==> src/cdt_regs.svh <==
/*
 * Register indices, field positions, reset values and timing counts of the countdown timer.
 * Assumes a 32-bit APB bus where each register index stands at byte address four times the index.
 */
`ifndef CDT_REGS_SVH
`define CDT_REGS_SVH

// Register indices; the byte address is four times the index.
`define CDT_IDX_CTRL        6'h14
`define CDT_IDX_RELOAD_HI   6'h15
`define CDT_IDX_RELOAD_LO   6'h16
`define CDT_IDX_COUNT_HI    6'h17
`define CDT_IDX_COUNT_LO    6'h18
`define CDT_IDX_THIRD_CTRL  6'h19
`define CDT_IDX_IRQ_STATUS  6'h20
`define CDT_IDX_IRQ_MASK    6'h21
`define CDT_IDX_COMMAND     6'h22

// Control register fields, shared by both control registers.
`define CDT_F_STOP_RX       7
`define CDT_F_START_HI      5
`define CDT_F_START_LO      4
`define CDT_F_AUTO          3
`define CDT_F_CLK_HI        1
`define CDT_F_CLK_LO        0
`define CDT_CTRL_WMASK      8'hBB

// Interrupt status, mask and command fields.
`define CDT_F_IRQ_UF        0
`define CDT_F_IRQ_RX        1
`define CDT_F_CMD_START     0
`define CDT_F_CMD_STOP      1
`define CDT_F_CMD_RUN       2

// Reset values.
`define CDT_RST_BYTE        8'h00
`define CDT_RST_IRQ         2'h0

// Clock rates in kHz and the derived tick generator constants.
`define CDT_PCLK_KHZ        100000
`define CDT_CARRIER_KHZ     13560
`define CDT_SLOW_DIV        64
`define CDT_PHASE_INC       (`CDT_CARRIER_KHZ / 10)
`define CDT_PHASE_MOD       (`CDT_PCLK_KHZ / 10)

`endif

==> src/cdt_pkg.sv <==
/*
 * Types of the countdown timer: start modes, clock selections and run state.
 * Assumes the numeric layout of the control field follows the enumeration order.
 */
package cdt_pkg;

	typedef enum logic [1:0] {CDT_START_MANUAL, CDT_START_AUTO, CDT_START_TRIM, CDT_START_TRIM_UF} cdt_start_t;
	typedef enum logic [1:0] {CDT_CLK_CARRIER, CDT_CLK_SLOW, CDT_CLK_FIRST, CDT_CLK_THIRD} cdt_clk_t;
	typedef enum logic {CDT_IDLE, CDT_RUN} cdt_state_t;

endpackage : cdt_pkg

==> src/cdt_sync.sv <==
/*
 * Three-stage synchroniser with agreement filter and rising-edge pulse for an outside pin.
 * Assumes the pin is asynchronous to pclk and changes slowly against it.
 */
`timescale 1ns/10ps
`default_nettype none

module cdt_sync
(
	input  wire logic pclk,
	input  wire logic presetn,
	input  wire logic pin_async,
	output logic      level,
	output logic      rise
);

	logic s1_ff, s2_ff, s3_ff, lvl_ff, rise_ff;
	logic nxt_lvl, nxt_rise;

	// The level only moves when the second and third stages agree.
	always_comb
	begin
		nxt_lvl  = (s2_ff == s3_ff) ? s3_ff : lvl_ff;
		nxt_rise = nxt_lvl & ~lvl_ff;
	end

	// Shift chain and filtered level registers.
	always_ff @(posedge pclk or negedge presetn)
	begin
		if (!presetn)
		begin
			s1_ff   <= 1'b0;
			s2_ff   <= 1'b0;
			s3_ff   <= 1'b0;
			lvl_ff  <= 1'b0;
			rise_ff <= 1'b0;
		end
		else
		begin
			s1_ff   <= pin_async;
			s2_ff   <= s1_ff;
			s3_ff   <= s2_ff;
			lvl_ff  <= nxt_lvl;
			rise_ff <= nxt_rise;
		end
	end

	assign level = lvl_ff;
	assign rise  = rise_ff;

endmodule : cdt_sync

`default_nettype wire

==> src/cdt_tick.sv <==
/*
 * Tick generator: carrier-rate and slow-rate enable pulses derived from pclk.
 * Assumes pclk runs at the rate held in the constants header; carrier ticks jitter by one pclk.
 */
`timescale 1ns/10ps
`default_nettype none
`include "cdt_regs.svh"

module cdt_tick
(
	input  wire logic pclk,
	input  wire logic presetn,
	output logic      carrier_tick,
	output logic      slow_tick
);

	localparam logic [13:0] PHASE_INC = 14'(`CDT_PHASE_INC);
	localparam logic [13:0] PHASE_MOD = 14'(`CDT_PHASE_MOD);
	localparam logic [5:0]  SLOW_LAST = 6'(`CDT_SLOW_DIV - 1);

	logic [13:0] phase_ff, nxt_phase;
	logic [5:0]  div_ff, nxt_div;
	logic        car_ff, nxt_car, slow_ff, nxt_slow;
	logic [14:0] sum;

	// Fractional accumulator gives the carrier rate; a counter divides it further.
	always_comb
	begin
		sum       = {1'b0, phase_ff} + {1'b0, PHASE_INC};
		nxt_car   = (sum >= {1'b0, PHASE_MOD});
		nxt_phase = nxt_car ? 14'(sum - {1'b0, PHASE_MOD}) : sum[13:0];
		nxt_div   = div_ff;
		nxt_slow  = 1'b0;
		if (nxt_car)
		begin
			nxt_slow = (div_ff == SLOW_LAST);
			nxt_div  = nxt_slow ? 6'h00 : 6'(div_ff + 6'h01);
		end
	end

	// Accumulator, divider and pulse registers.
	always_ff @(posedge pclk or negedge presetn)
	begin
		if (!presetn)
		begin
			phase_ff <= 14'h0000;
			div_ff   <= 6'h00;
			car_ff   <= 1'b0;
			slow_ff  <= 1'b0;
		end
		else
		begin
			phase_ff <= nxt_phase;
			div_ff   <= nxt_div;
			car_ff   <= nxt_car;
			slow_ff  <= nxt_slow;
		end
	end

	assign carrier_tick = car_ff;
	assign slow_tick    = slow_ff;

endmodule : cdt_tick

`default_nettype wire

==> src/cdt_timer1.sv <==
/*
 * Cascadable 16-bit countdown timer with APB register file and interrupt.
 * Assumes the transmit-end, receive-nibble and sibling underflow inputs are one-cycle pulses on pclk,
 * and that the oscillator trimming input is an asynchronous pin.
 */
`timescale 1ns/10ps
`default_nettype none
`include "cdt_regs.svh"

// Behaviour
// - Stop-on-receive halts timer after first nibble
// - Stop-on-receive ignored in oscillator trimming modes
// - Start mode 00 manual, 01 at transmit end
// - Modes 10/11 trim oscillator, pin edge start/stop
// - Auto-restart reloads and continues at zero, except in start mode 10
// - Without auto-restart count stops at zero
// - Every underflow sets the interrupt flag
// - Clock select 00 carrier, 01 slow divided clock
// - Clock select 10/11 cascade sibling underflows
// - Reload bytes at 15h/16h load on start
// - Reload writes wait for the next start
// - Live count readable at 17h and 18h
// - Third timer control at 19h, same layout
module cdt_timer1
	import cdt_pkg::*;
(
	input  wire logic        pclk,
	input  wire logic        presetn,
	input  wire logic        psel,
	input  wire logic        penable,
	input  wire logic        pwrite,
	input  wire logic [7:0]  paddr,
	input  wire logic [31:0] pwdata,
	output logic      [31:0] prdata,
	output logic             pready,
	output logic             pslverr,
	input  wire logic        tx_end,
	input  wire logic        rx_nibble_done,
	input  wire logic        first_sibling_underflow,
	input  wire logic        third_sibling_underflow,
	input  wire logic        low_freq_oscillator,
	output logic             irq,
	output logic             timer1_underflow,
	output logic             timer1_running,
	output logic             third_stop_on_receive,
	output logic      [1:0]  third_start_mode,
	output logic             third_auto_restart,
	output logic      [1:0]  third_clock_select
);

	logic [7:0]  ctrl_ff, third_ff, rel_hi_ff, rel_lo_ff;
	logic [7:0]  nxt_ctrl, nxt_third, nxt_rel_hi, nxt_rel_lo;
	logic [1:0]  mask_ff, stat_ff, nxt_mask, nxt_stat;
	logic [15:0] cnt_ff, nxt_cnt;
	cdt_state_t  state_ff, nxt_state;
	logic        uf_ff, nxt_uf;
	logic [31:0] rdata_ff, nxt_rdata;

	logic        carrier_tick, slow_tick, osc_rise;
	logic        setup, access, wr, rd, hit;
	logic [5:0]  idx;
	logic [15:0] reload_value;
	cdt_start_t  start_mode;
	cdt_clk_t    clock_select;
	logic        stop_on_receive, auto_restart, trim, running;
	logic        tick, cmd_start, cmd_stop, start_ev, stop_ev, rx_stop, underflow, st_read;

	// Rate enables for the carrier and the divided clock.
	cdt_tick i_cdt_tick
	(
		.pclk         (pclk),
		.presetn      (presetn),
		.carrier_tick (carrier_tick),
		.slow_tick    (slow_tick)
	);

	// Oscillator trimming pin, synchronised and edge detected.
	cdt_sync i_cdt_sync
	(
		.pclk      (pclk),
		.presetn   (presetn),
		.pin_async (low_freq_oscillator),
		.level     (),
		.rise      (osc_rise)
	);

	// Bus phases and address decode; unaligned or unknown addresses fail.
	always_comb
	begin
		setup  = psel & ~penable;
		access = psel & penable;
		wr     = access & pwrite;
		rd     = access & ~pwrite;
		idx    = paddr[7:2];
		hit    = (paddr[1:0] == 2'b00) &&
			(((idx >= `CDT_IDX_CTRL) && (idx <= `CDT_IDX_THIRD_CTRL)) ||
			((idx >= `CDT_IDX_IRQ_STATUS) && (idx <= `CDT_IDX_COMMAND)));
	end

	assign pready  = 1'b1;
	assign pslverr = access & ~hit;

	// Control field views.
	always_comb
	begin
		stop_on_receive = ctrl_ff[`CDT_F_STOP_RX];
		start_mode      = cdt_start_t'(ctrl_ff[`CDT_F_START_HI:`CDT_F_START_LO]);
		auto_restart    = ctrl_ff[`CDT_F_AUTO];
		clock_select    = cdt_clk_t'(ctrl_ff[`CDT_F_CLK_HI:`CDT_F_CLK_LO]);
		trim            = (start_mode == CDT_START_TRIM) || (start_mode == CDT_START_TRIM_UF);
		running         = (state_ff == CDT_RUN);
		reload_value    = {rel_hi_ff, rel_lo_ff};
	end

	// Input clock selection.
	always_comb
	begin
		unique case (clock_select)
			CDT_CLK_CARRIER: tick = carrier_tick;
			CDT_CLK_SLOW:    tick = slow_tick;
			CDT_CLK_FIRST:   tick = first_sibling_underflow;
			CDT_CLK_THIRD:   tick = third_sibling_underflow;
		endcase
	end

	// Start and stop events.
	always_comb
	begin
		cmd_start = wr && hit && (idx == `CDT_IDX_COMMAND) && pwdata[`CDT_F_CMD_START];
		cmd_stop  = wr && hit && (idx == `CDT_IDX_COMMAND) && pwdata[`CDT_F_CMD_STOP];
		rx_stop   = running && rx_nibble_done && stop_on_receive && !trim;
		start_ev  = cmd_start ||
			((start_mode == CDT_START_AUTO) && tx_end) ||
			(trim && osc_rise && !running);
		stop_ev   = cmd_stop || rx_stop || (trim && osc_rise && running);
		underflow = running && tick && (cnt_ff == 16'h0000) &&
			(start_mode != CDT_START_TRIM) && !start_ev && !stop_ev;
	end

	// Counter and run state; a start wins over a stop in the same cycle.
	always_comb
	begin
		nxt_cnt   = cnt_ff;
		nxt_state = state_ff;
		nxt_uf    = 1'b0;
		if (start_ev)
		begin
			nxt_cnt   = reload_value;
			nxt_state = CDT_RUN;
		end
		else if (stop_ev)
		begin
			nxt_state = CDT_IDLE;
		end
		else if (underflow)
		begin
			nxt_uf = 1'b1;
			if (auto_restart)
			begin
				nxt_cnt = reload_value;
			end
			else
			begin
				nxt_state = CDT_IDLE;
			end
		end
		else if (running && tick && (cnt_ff != 16'h0000))
		begin
			nxt_cnt = 16'(cnt_ff - 16'h0001);
		end
	end

	// Register writes; a status read clears, but a new event in that cycle still sets.
	always_comb
	begin
		nxt_ctrl   = ctrl_ff;
		nxt_third  = third_ff;
		nxt_rel_hi = rel_hi_ff;
		nxt_rel_lo = rel_lo_ff;
		nxt_mask   = mask_ff;
		st_read    = rd && hit && (idx == `CDT_IDX_IRQ_STATUS);
		if (wr && hit)
		begin
			unique case (idx)
				`CDT_IDX_CTRL:       nxt_ctrl   = pwdata[7:0] & `CDT_CTRL_WMASK;
				`CDT_IDX_THIRD_CTRL: nxt_third  = pwdata[7:0] & `CDT_CTRL_WMASK;
				`CDT_IDX_RELOAD_HI:  nxt_rel_hi = pwdata[7:0];
				`CDT_IDX_RELOAD_LO:  nxt_rel_lo = pwdata[7:0];
				`CDT_IDX_IRQ_MASK:   nxt_mask   = pwdata[1:0];
				default:             nxt_mask   = mask_ff;
			endcase
		end
		nxt_stat = st_read ? (stat_ff & ~rdata_ff[1:0]) : stat_ff;             // Clears only what the read returned.
		nxt_stat[`CDT_F_IRQ_UF] = nxt_stat[`CDT_F_IRQ_UF] | underflow;
		nxt_stat[`CDT_F_IRQ_RX] = nxt_stat[`CDT_F_IRQ_RX] | (rx_stop & !start_ev);
	end

	// Read data is captured in the setup phase and held through the access phase.
	always_comb
	begin
		nxt_rdata = rdata_ff;
		if (setup)
		begin
			nxt_rdata = 32'h0000_0000;
			if (!pwrite && hit)
			begin
				unique case (idx)
					`CDT_IDX_CTRL:       nxt_rdata[7:0] = ctrl_ff;
					`CDT_IDX_RELOAD_HI:  nxt_rdata[7:0] = rel_hi_ff;
					`CDT_IDX_RELOAD_LO:  nxt_rdata[7:0] = rel_lo_ff;
					`CDT_IDX_COUNT_HI:   nxt_rdata[7:0] = cnt_ff[15:8];
					`CDT_IDX_COUNT_LO:   nxt_rdata[7:0] = cnt_ff[7:0];
					`CDT_IDX_THIRD_CTRL: nxt_rdata[7:0] = third_ff;
					`CDT_IDX_IRQ_STATUS: nxt_rdata[1:0] = stat_ff;
					`CDT_IDX_IRQ_MASK:   nxt_rdata[1:0] = mask_ff;
					default:             nxt_rdata[`CDT_F_CMD_RUN] = running;
				endcase
			end
		end
	end

	// State registers.
	always_ff @(posedge pclk or negedge presetn)
	begin
		if (!presetn)
		begin
			ctrl_ff   <= `CDT_RST_BYTE;
			third_ff  <= `CDT_RST_BYTE;
			rel_hi_ff <= `CDT_RST_BYTE;
			rel_lo_ff <= `CDT_RST_BYTE;
			mask_ff   <= `CDT_RST_IRQ;
			stat_ff   <= `CDT_RST_IRQ;
			cnt_ff    <= 16'h0000;
			state_ff  <= CDT_IDLE;
			uf_ff     <= 1'b0;
			rdata_ff  <= 32'h0000_0000;
		end
		else
		begin
			ctrl_ff   <= nxt_ctrl;
			third_ff  <= nxt_third;
			rel_hi_ff <= nxt_rel_hi;
			rel_lo_ff <= nxt_rel_lo;
			mask_ff   <= nxt_mask;
			stat_ff   <= nxt_stat;
			cnt_ff    <= nxt_cnt;
			state_ff  <= nxt_state;
			uf_ff     <= nxt_uf;
			rdata_ff  <= nxt_rdata;
		end
	end

	// Outputs.
	assign prdata                = rdata_ff;
	assign irq                   = |(stat_ff & mask_ff);
	assign timer1_underflow      = uf_ff;
	assign timer1_running        = running;
	assign third_stop_on_receive = third_ff[`CDT_F_STOP_RX];
	assign third_start_mode      = third_ff[`CDT_F_START_HI:`CDT_F_START_LO];
	assign third_auto_restart    = third_ff[`CDT_F_AUTO];
	assign third_clock_select    = third_ff[`CDT_F_CLK_HI:`CDT_F_CLK_LO];
endmodule : cdt_timer1

`default_nettype wire

==> config.mk <==
export PLATFORM = sky130hd
export DESIGN_NAME = cdt_timer1
export DESIGN_NICKNAME = d
export VERILOG_FILES = /design/src/cdt_pkg.sv /design/src/cdt_sync.sv /design/src/cdt_tick.sv /design/src/cdt_timer1.sv
export VERILOG_INCLUDE_DIRS = /design/src /design/src/src
export SDC_FILE = /design/constraint.sdc
export NUM_CORES = 1
export LEC_CHECK = 0
export ABC_AREA = 1
export BUFFER_PORTS_ARGS = -buffer_cell sky130_fd_sc_hd__buf_2
export CAP_MARGIN = 20
export CORE_UTILIZATION = 55
export CTS_CLUSTER_DIAMETER = 200
export DETAILED_ROUTE_END_ITERATION = 10
export HOLD_SLACK_MARGIN = 0.05
export PLACE_DENSITY = 0.91
export SLEW_MARGIN = 5
export SYNTH_ARGS = -nofsm -noshare
export SYNTH_HDL_FRONTEND = slang
export SYNTH_SLANG_ARGS = --single-unit
==> constraint.sdc <==
create_clock -name pclk -period 4.35 [get_ports pclk]
set_input_delay 0.87 -clock pclk [delete_from_list [all_inputs] [get_ports pclk]]
set_output_delay 0.87 -clock pclk [all_outputs]
set_load 0.01 [all_outputs]
# == Word level (Yosys, flattened, before mapping) ==
# Cells that the tools add are included.
# W data, S select, Z words.
# classes
n_addsub,4
magnitude_cmp,5
eq_ne,21
muxes,22
n_bitwise,16
reduce_logical,49
# ops
operator,count
$mux W16,5
$eq A6 B5 Y1 const B,6
$pmux W5 S6,1
$eq A6 B6 Y1 const B,4
$logic_and A1 B1 Y1,23
$logic_not A16 Y1,1
$pmux W2 S8,1
$reduce_bool A16 Y1,1
$sub A16 B1 Y16 const B,1
$add A14 B11 Y15 const B,1
$ge A15 B14 Y1 const B,1
$mux W14,1
$sub A14 B14 Y14 const B,1
$reduce_and A2 Y1,6
$mux W1,9
$eq A2 B2 Y1 const B,4
$mux W8,1
$and A1 B1 Y1,7
$add A6 B1 Y6 const B,1
$ge A6 B5 Y1 const B,1
$ge A6 B6 Y1 const B,1
$le A6 B5 Y1 const B,1
$le A6 B6 Y1 const B,1
$logic_or A1 B1 Y1,6
19 further kinds,32
# totals
ff_bits,85
input_bits,50
output_inout_bits,43
wordCells,136

# == Depth between registers and ports, before layout ==
# logic_depth
ltp_word,15
ltp_mapped,17
depth_no_buf,16

# == Modules after synthesis ==
# Synthesis repeated with hierarchy kept, for this count alone.
# hier_totals
cells_unflattened,738
area_unflattened_um2,5434.0
# by_module_without_submodules
mod,n_inst,cells_each,area_each_um2,seq_area_each_um2
cdt_timer1,1,493,3689.8,1451.4
cdt_tick,1,234,1595.3,500.5
cdt_sync,1,11,148.9,125.1

# == Worst setup path before layout ==
# No wires, ideal clock.
# synth_path
path_kind,input to output
startpoint,input port paddr[5]
endpoint,output port pslverr
t_arrival_ns,1.480
t_required_ns,3.480
setup_slack_ns,2.000
path_stages,8
n_path_buf,0
path_cell_list,inv_1 nand2_1 inv_1 nand2_1 nand3_2 nand2_1 inv_1 nor2_1
# synth_between
elab_chain_len,6
word_cells_on_any_way,10
classes_between,order compare (4); bitwise (2); reduce/logical (4)
# synth_rtl
item,line,rtl
"start, declared",cdt_timer1.sv:32,"input wire logic [7:0] paddr,"
$ge A6 B5 Y1 (no line) (tied with other cells),-,
$logic_and A1 B1 Y1 (on tied branches),"cdt_timer1.sv:96, cdt_timer1.sv:97",
$logic_or A1 B1 Y1 (*),cdt_timer1.sv:96,(((idx >= `CDT_IDX_CTRL) && (idx <= `CDT_IDX_THIRD_CTRL)) ||
$logic_and A1 B1 Y1 (*),cdt_timer1.sv:95,hit = (paddr[1:0] == 2'b00) &&
$not A1 Y1 (*),cdt_timer1.sv:101,assign pslverr = access & ~hit;
$and A1 B1 Y1 (*),cdt_timer1.sv:101,
"end, declared",cdt_timer1.sv:36,"output logic pslverr,"
# Mark *: on every way between the ends. The rest lies on a longest branch, timed or not.

# == Worst setup path after layout ==
# Same ends and word-level chain as after synthesis.

==> results.env <==
FIRST_PASS_ITERS=10
FLOP2FLOP_SETUP_SLACK_NS=1.95
SYNTH.DISTINCT_CELLS=45
CRITPATHLAUNCH='paddr[5]'
HOLD_DEPTH=0
MAX_CAP_VIOL_COUNT=0
DETAIL_ROUTE.WIRELENGTH_UM=12000
POST_CTS_BUFFERS=0
ANTENNADIODECOUNT=0
TIMING_MAX_TRANSITION_VIOLATIONS_FINAL=0
GP_CONGESTION=1.04
GLOBAL_ROUTE.USAGE.TOTAL=0.265
WORST_R2R_ENDPOINT='cnt_ff[8]$_DFFE_PN0P_'
ANTENNA_FOUND_INITIAL=0
VIAS_POST_DR=4593
IOS=93
P_SWITCHING_W=0.000539
TRITONCTS.NUM_BUFFERS=9
ACHIEVABLE-FREQUENCY_GHz=0.384
MIN-DELAY-PATH-CLASS='flop to flop'
FLOORPLAN.INITIALDENSITY=0.576
DETAILEDROUTE.FIRSTITERATIONVIOLATIONS=343
DIEAREA_MM2=0.00966
TIMING_WORST_SLEW_PIN_VALUE_NS=0.789
POST-ROUTE-DRC-COUNT=4
TIMING.MAX_SLEW.REL_SLACK=0.474
FINAL.SETUP_SKEW_NS=0.00766
MET1WIRELENGTH_UM=4900
RSZ0062_AT_GRT='false'
POWER_LEAKAGE_nW=2.83
POSTSYNTHCELLCOUNT=700
PLACE.DETAILED.HPWL_UM=8600
WL_MET2_UM=5870
SYNTH.CELL_AREA_MM2=0.00510
DR_VIAS_CELL=5.37
SYNTH-EDFF-COUNT=0
R2R-START='cnt_ff[0]$_DFFE_PN0P_'
CRITICAL_PATH.ENDPOINT_TYPE='primary output'
FIN_CRIT_NS=2.61
HOLDCRITSTARTPOINT='i_cdt_sync.s1_ff$_DFF_PN0_'
POST_CTS_RESIZE_COUNT=0
IO_BUFFER_COUNT=43
SW_FRAC_OF_TOTAL=0.312
CELL_TAKING_THE_MOST_AREA_AFTER_SYNTHESIS='sky130_fd_sc_hd__dfrtp_1'
SIGNED_AREA_CHANGE_FROM_THE_SYNTHESIZED_NETLIST_TO_THE_FINAL_LAYOUT_PCT=8.00
NUMBER_OF_GLOBAL_ROUTE_VIAS_BEFORE_REPAIR=4245
SYNTH.YOSYS.SEQ_AREA_SHARE=0.407
TRITONCTS_CLOCK_TREE='done'
STATUS='finished with violations'
SYNTH_FF_TYPE='sky130_fd_sc_hd__dfrtp_1'
POWER.DENSITY_CELL_AREA_mW_PER_MM2=314
POWER_FRAC_SEQ=0.519
SYNTH.TOP_CELLS.BY_COUNT='sky130_fd_sc_hd__nand2_1 (230), sky130_fd_sc_hd__inv_1 (91), sky130_fd_sc_hd__dfrtp_1 (83), sky130_fd_sc_hd__nor2_1 (50), sky130_fd_sc_hd__o21ai_0 (49)'
CELLS_TAKING_THE_MOST_AREA_AFTER_SYNTHESIS='sky130_fd_sc_hd__dfrtp_1 (41%), sky130_fd_sc_hd__nand2_1 (17%), sky130_fd_sc_hd__inv_1 (6.7%)'
MET3_WIRELENGTH_UM=932
DIE_X_UM=98.3
ROWS=34
COREAREA_MM2=0.00885
SYNTH_ASYNC_SR_FLOP_SHARE=1.00
TIMING.HOLD.WORST_ENDPOINT='i_cdt_sync.s2_ff$_DFF_PN0_'
NUM-NETS-FINAL=799
MAX-CLOCK-PATH-BUFFERS=2
CLOCK_INSERTION_DELAY_WORST_SKEW_NS=0.37
FIRST_PASS_GRT_WIRE_LENGTH_UM=20200
CRITPATHLAUNCHTYPE='input port'
LAYOUT_WORST_PATH_CYCLE_SHARE=0.599
WIRE_PER_INST_UM=14.0
FIN_UTIL=0.622
HOLDBUFCOUNTCTS=0
YS.WARNINGS.COUNT=0
FINAL_ANTENNA_NET_COUNT=0
VIOLATIONS='DRC'
WORST_PATH_ARRIVAL_NS=1.74
CTS.REPORTEDPATHS.CLKPINSLEW_NS=0.09
CLKPWRFRAC=0.341
SETUP_VIOL_COUNT_FINAL=0
P_COMB_FRAC=0.140
POSTSYNTHAREAPERCELL_UM2=7.29
PEAKVDDDROP_mV=0.159
YOSYS.AREA.TOP_TYPE_SHARE=0.407
YS_SEQ_ELEMENTS=83
SYNTH_MOST_COMMON_CELL='sky130_fd_sc_hd__nand2_1'
REG2REG_DEPTH=10
ROUTED.TOP_LAYER='met4'
GRT_START_MAX_NET_PINS=84
DRIVE_GT1_FRAC=0.118
DIE_HEIGHT_UM=98.3
H-TREE-DEPTH=3
CTS_ROOT_BUF='sky130_fd_sc_hd__clkbuf_8'
CRITPATHKIND='input port to primary output'
P_INT_W=0.00119
CTS.SINK_COUNT=83
FIN_TNS_SETUP_NS=0
FINALHOLDVIOLCOUNT=0
TIMING.CRITICAL_PATH.FANOUT_MAX=4
TIMING.CRITICAL_PATH.REQUIRED_NS=3.48
GLOBAL_ROUTE.OVERFLOW_TOTAL=0
-- layout by cell type (no fill, tap or decap), types with 4 or more instances in the layout --
cell type / netlist / layout
sky130_fd_sc_hd__a21oi_1: 5 / 5
sky130_fd_sc_hd__a221oi_1: 4 / 4
sky130_fd_sc_hd__buf_2: 1 / 42
sky130_fd_sc_hd__clkbuf_8: 0 / 9
sky130_fd_sc_hd__conb_1: 2 / 25
sky130_fd_sc_hd__dfrtp_1: 83 / 83
sky130_fd_sc_hd__ha_1: 7 / 7
sky130_fd_sc_hd__inv_1: 91 / 91
sky130_fd_sc_hd__inv_6: 0 / 4
sky130_fd_sc_hd__nand2_1: 230 / 230
sky130_fd_sc_hd__nand2_2: 8 / 8
sky130_fd_sc_hd__nand3_1: 48 / 48
sky130_fd_sc_hd__nand3_2: 4 / 4
sky130_fd_sc_hd__nand3b_1: 6 / 6
sky130_fd_sc_hd__nand4_1: 6 / 6
sky130_fd_sc_hd__nor2_1: 50 / 50
sky130_fd_sc_hd__nor2_2: 4 / 4
sky130_fd_sc_hd__nor3_1: 7 / 7
sky130_fd_sc_hd__o2111ai_1: 4 / 4
sky130_fd_sc_hd__o211ai_1: 4 / 4
sky130_fd_sc_hd__o21ai_0: 49 / 49
sky130_fd_sc_hd__o22ai_1: 4 / 4
sky130_fd_sc_hd__xnor2_1: 10 / 10
sky130_fd_sc_hd__xor2_1: 16 / 16
-- cell families after synthesis --
kind of cell / share of synthesized area
other: 0.00147
XOR/XNOR: 0.0446
AND/OR/NAND/NOR: 0.315
adder cells (fa/ha/maj): 0.0191
buffers and inverters: 0.119
flip-flops: 0.407
AO/OA/AOI/OAI: 0.0927
-- worst max-delay path, cell delays in order --
cell	delay [ns]
sky130_fd_sc_hd__buf_2	0.10
sky130_fd_sc_hd__inv_1	0.04
sky130_fd_sc_hd__nand2_1	0.07
sky130_fd_sc_hd__inv_1	0.04
sky130_fd_sc_hd__nand2_1	0.13
sky130_fd_sc_hd__nand3_2	0.12
sky130_fd_sc_hd__nand2_1	0.09
sky130_fd_sc_hd__inv_1	0.06
sky130_fd_sc_hd__nor2_1	0.07
sky130_fd_sc_hd__buf_2	0.14
-- final cells by class --
class	instances	area [µm²]
clock buffers	9	124
clock inverters	7	81.3
fillers	803	3340
inverters	94	353
multi-input cells	510	2500
flip-flops and latches	83	2080
well taps	108	135
repair buffers	44	238
-- flip-flops by register name, indices dropped and copies added (netlist names) --
register                 flops
cnt_ff                      16
i_cdt_tick.phase_ff         12
prdata                       8
rel_hi_ff                    8
rel_lo_ff                    8
ctrl_ff                      6
i_cdt_tick.div_ff            6
third_ff                     6
mask_ff                      2
stat_ff                      2
i_cdt_sync.level             1
i_cdt_sync.rise              1
i_cdt_sync.s1_ff             1
i_cdt_sync.s2_ff             1
i_cdt_sync.s3_ff             1
i_cdt_tick.carrier_tick      1
i_cdt_tick.slow_tick         1
timer1_running               1
timer1_underflow             1
-- how the worst max path moves through the flow --
stage	endpoint	slack (ns)
after floorplan	pslverr	2.00
after global placement	cnt_ff[8]$_DFFE_PN0P_	1.69
after detailed placement	cnt_ff[8]$_DFFE_PN0P_	1.64
after CTS	pslverr	1.75
after global routing	pslverr	1.60
final	pslverr	1.74
-- metal layers --
layer  up-vias  GRT usage
met1      2130      0.331
met3        27     0.0616
met5         -          0
met2       192      0.452
met4         0     0.0873
li1       2244          -
-- power groups by stage --
| stage | clock [W] | combinational, W | sequential [W] |
|---|---|---|---|
| global placement | 0 | 0.000227 | 0.000904 |
| detailed placement | 0 | 0.000235 | 0.000906 |
| floorplan | 0 | 0.000188 | 0.000885 |
| CTS | 0.000599 | 0.000239 | 0.000892 |
| finish | 0.000589 | 0.000242 | 0.000896 |
| global route | 0.000633 | 0.000280 | 0.000902 |
-- through the flow --
step	power [W]	instances	hold slack [ns]	setup slack, ns	instance area [µm²]
2_1_floorplan	0.00107	723	0.331	2.00	5190
3_3_place_gp	0.00113	838	0.334	1.69	5280
3_5_place_dp	0.00114	838	0.339	1.64	5280
4_1_cts	0.00173	854	0.363	1.75	5490
5_1_grt	0.00182	855	0.374	1.60	5510
6_report	0.00173	855	0.355	1.74	5510
No activity file was read; power rests on OpenSTA's default activity.
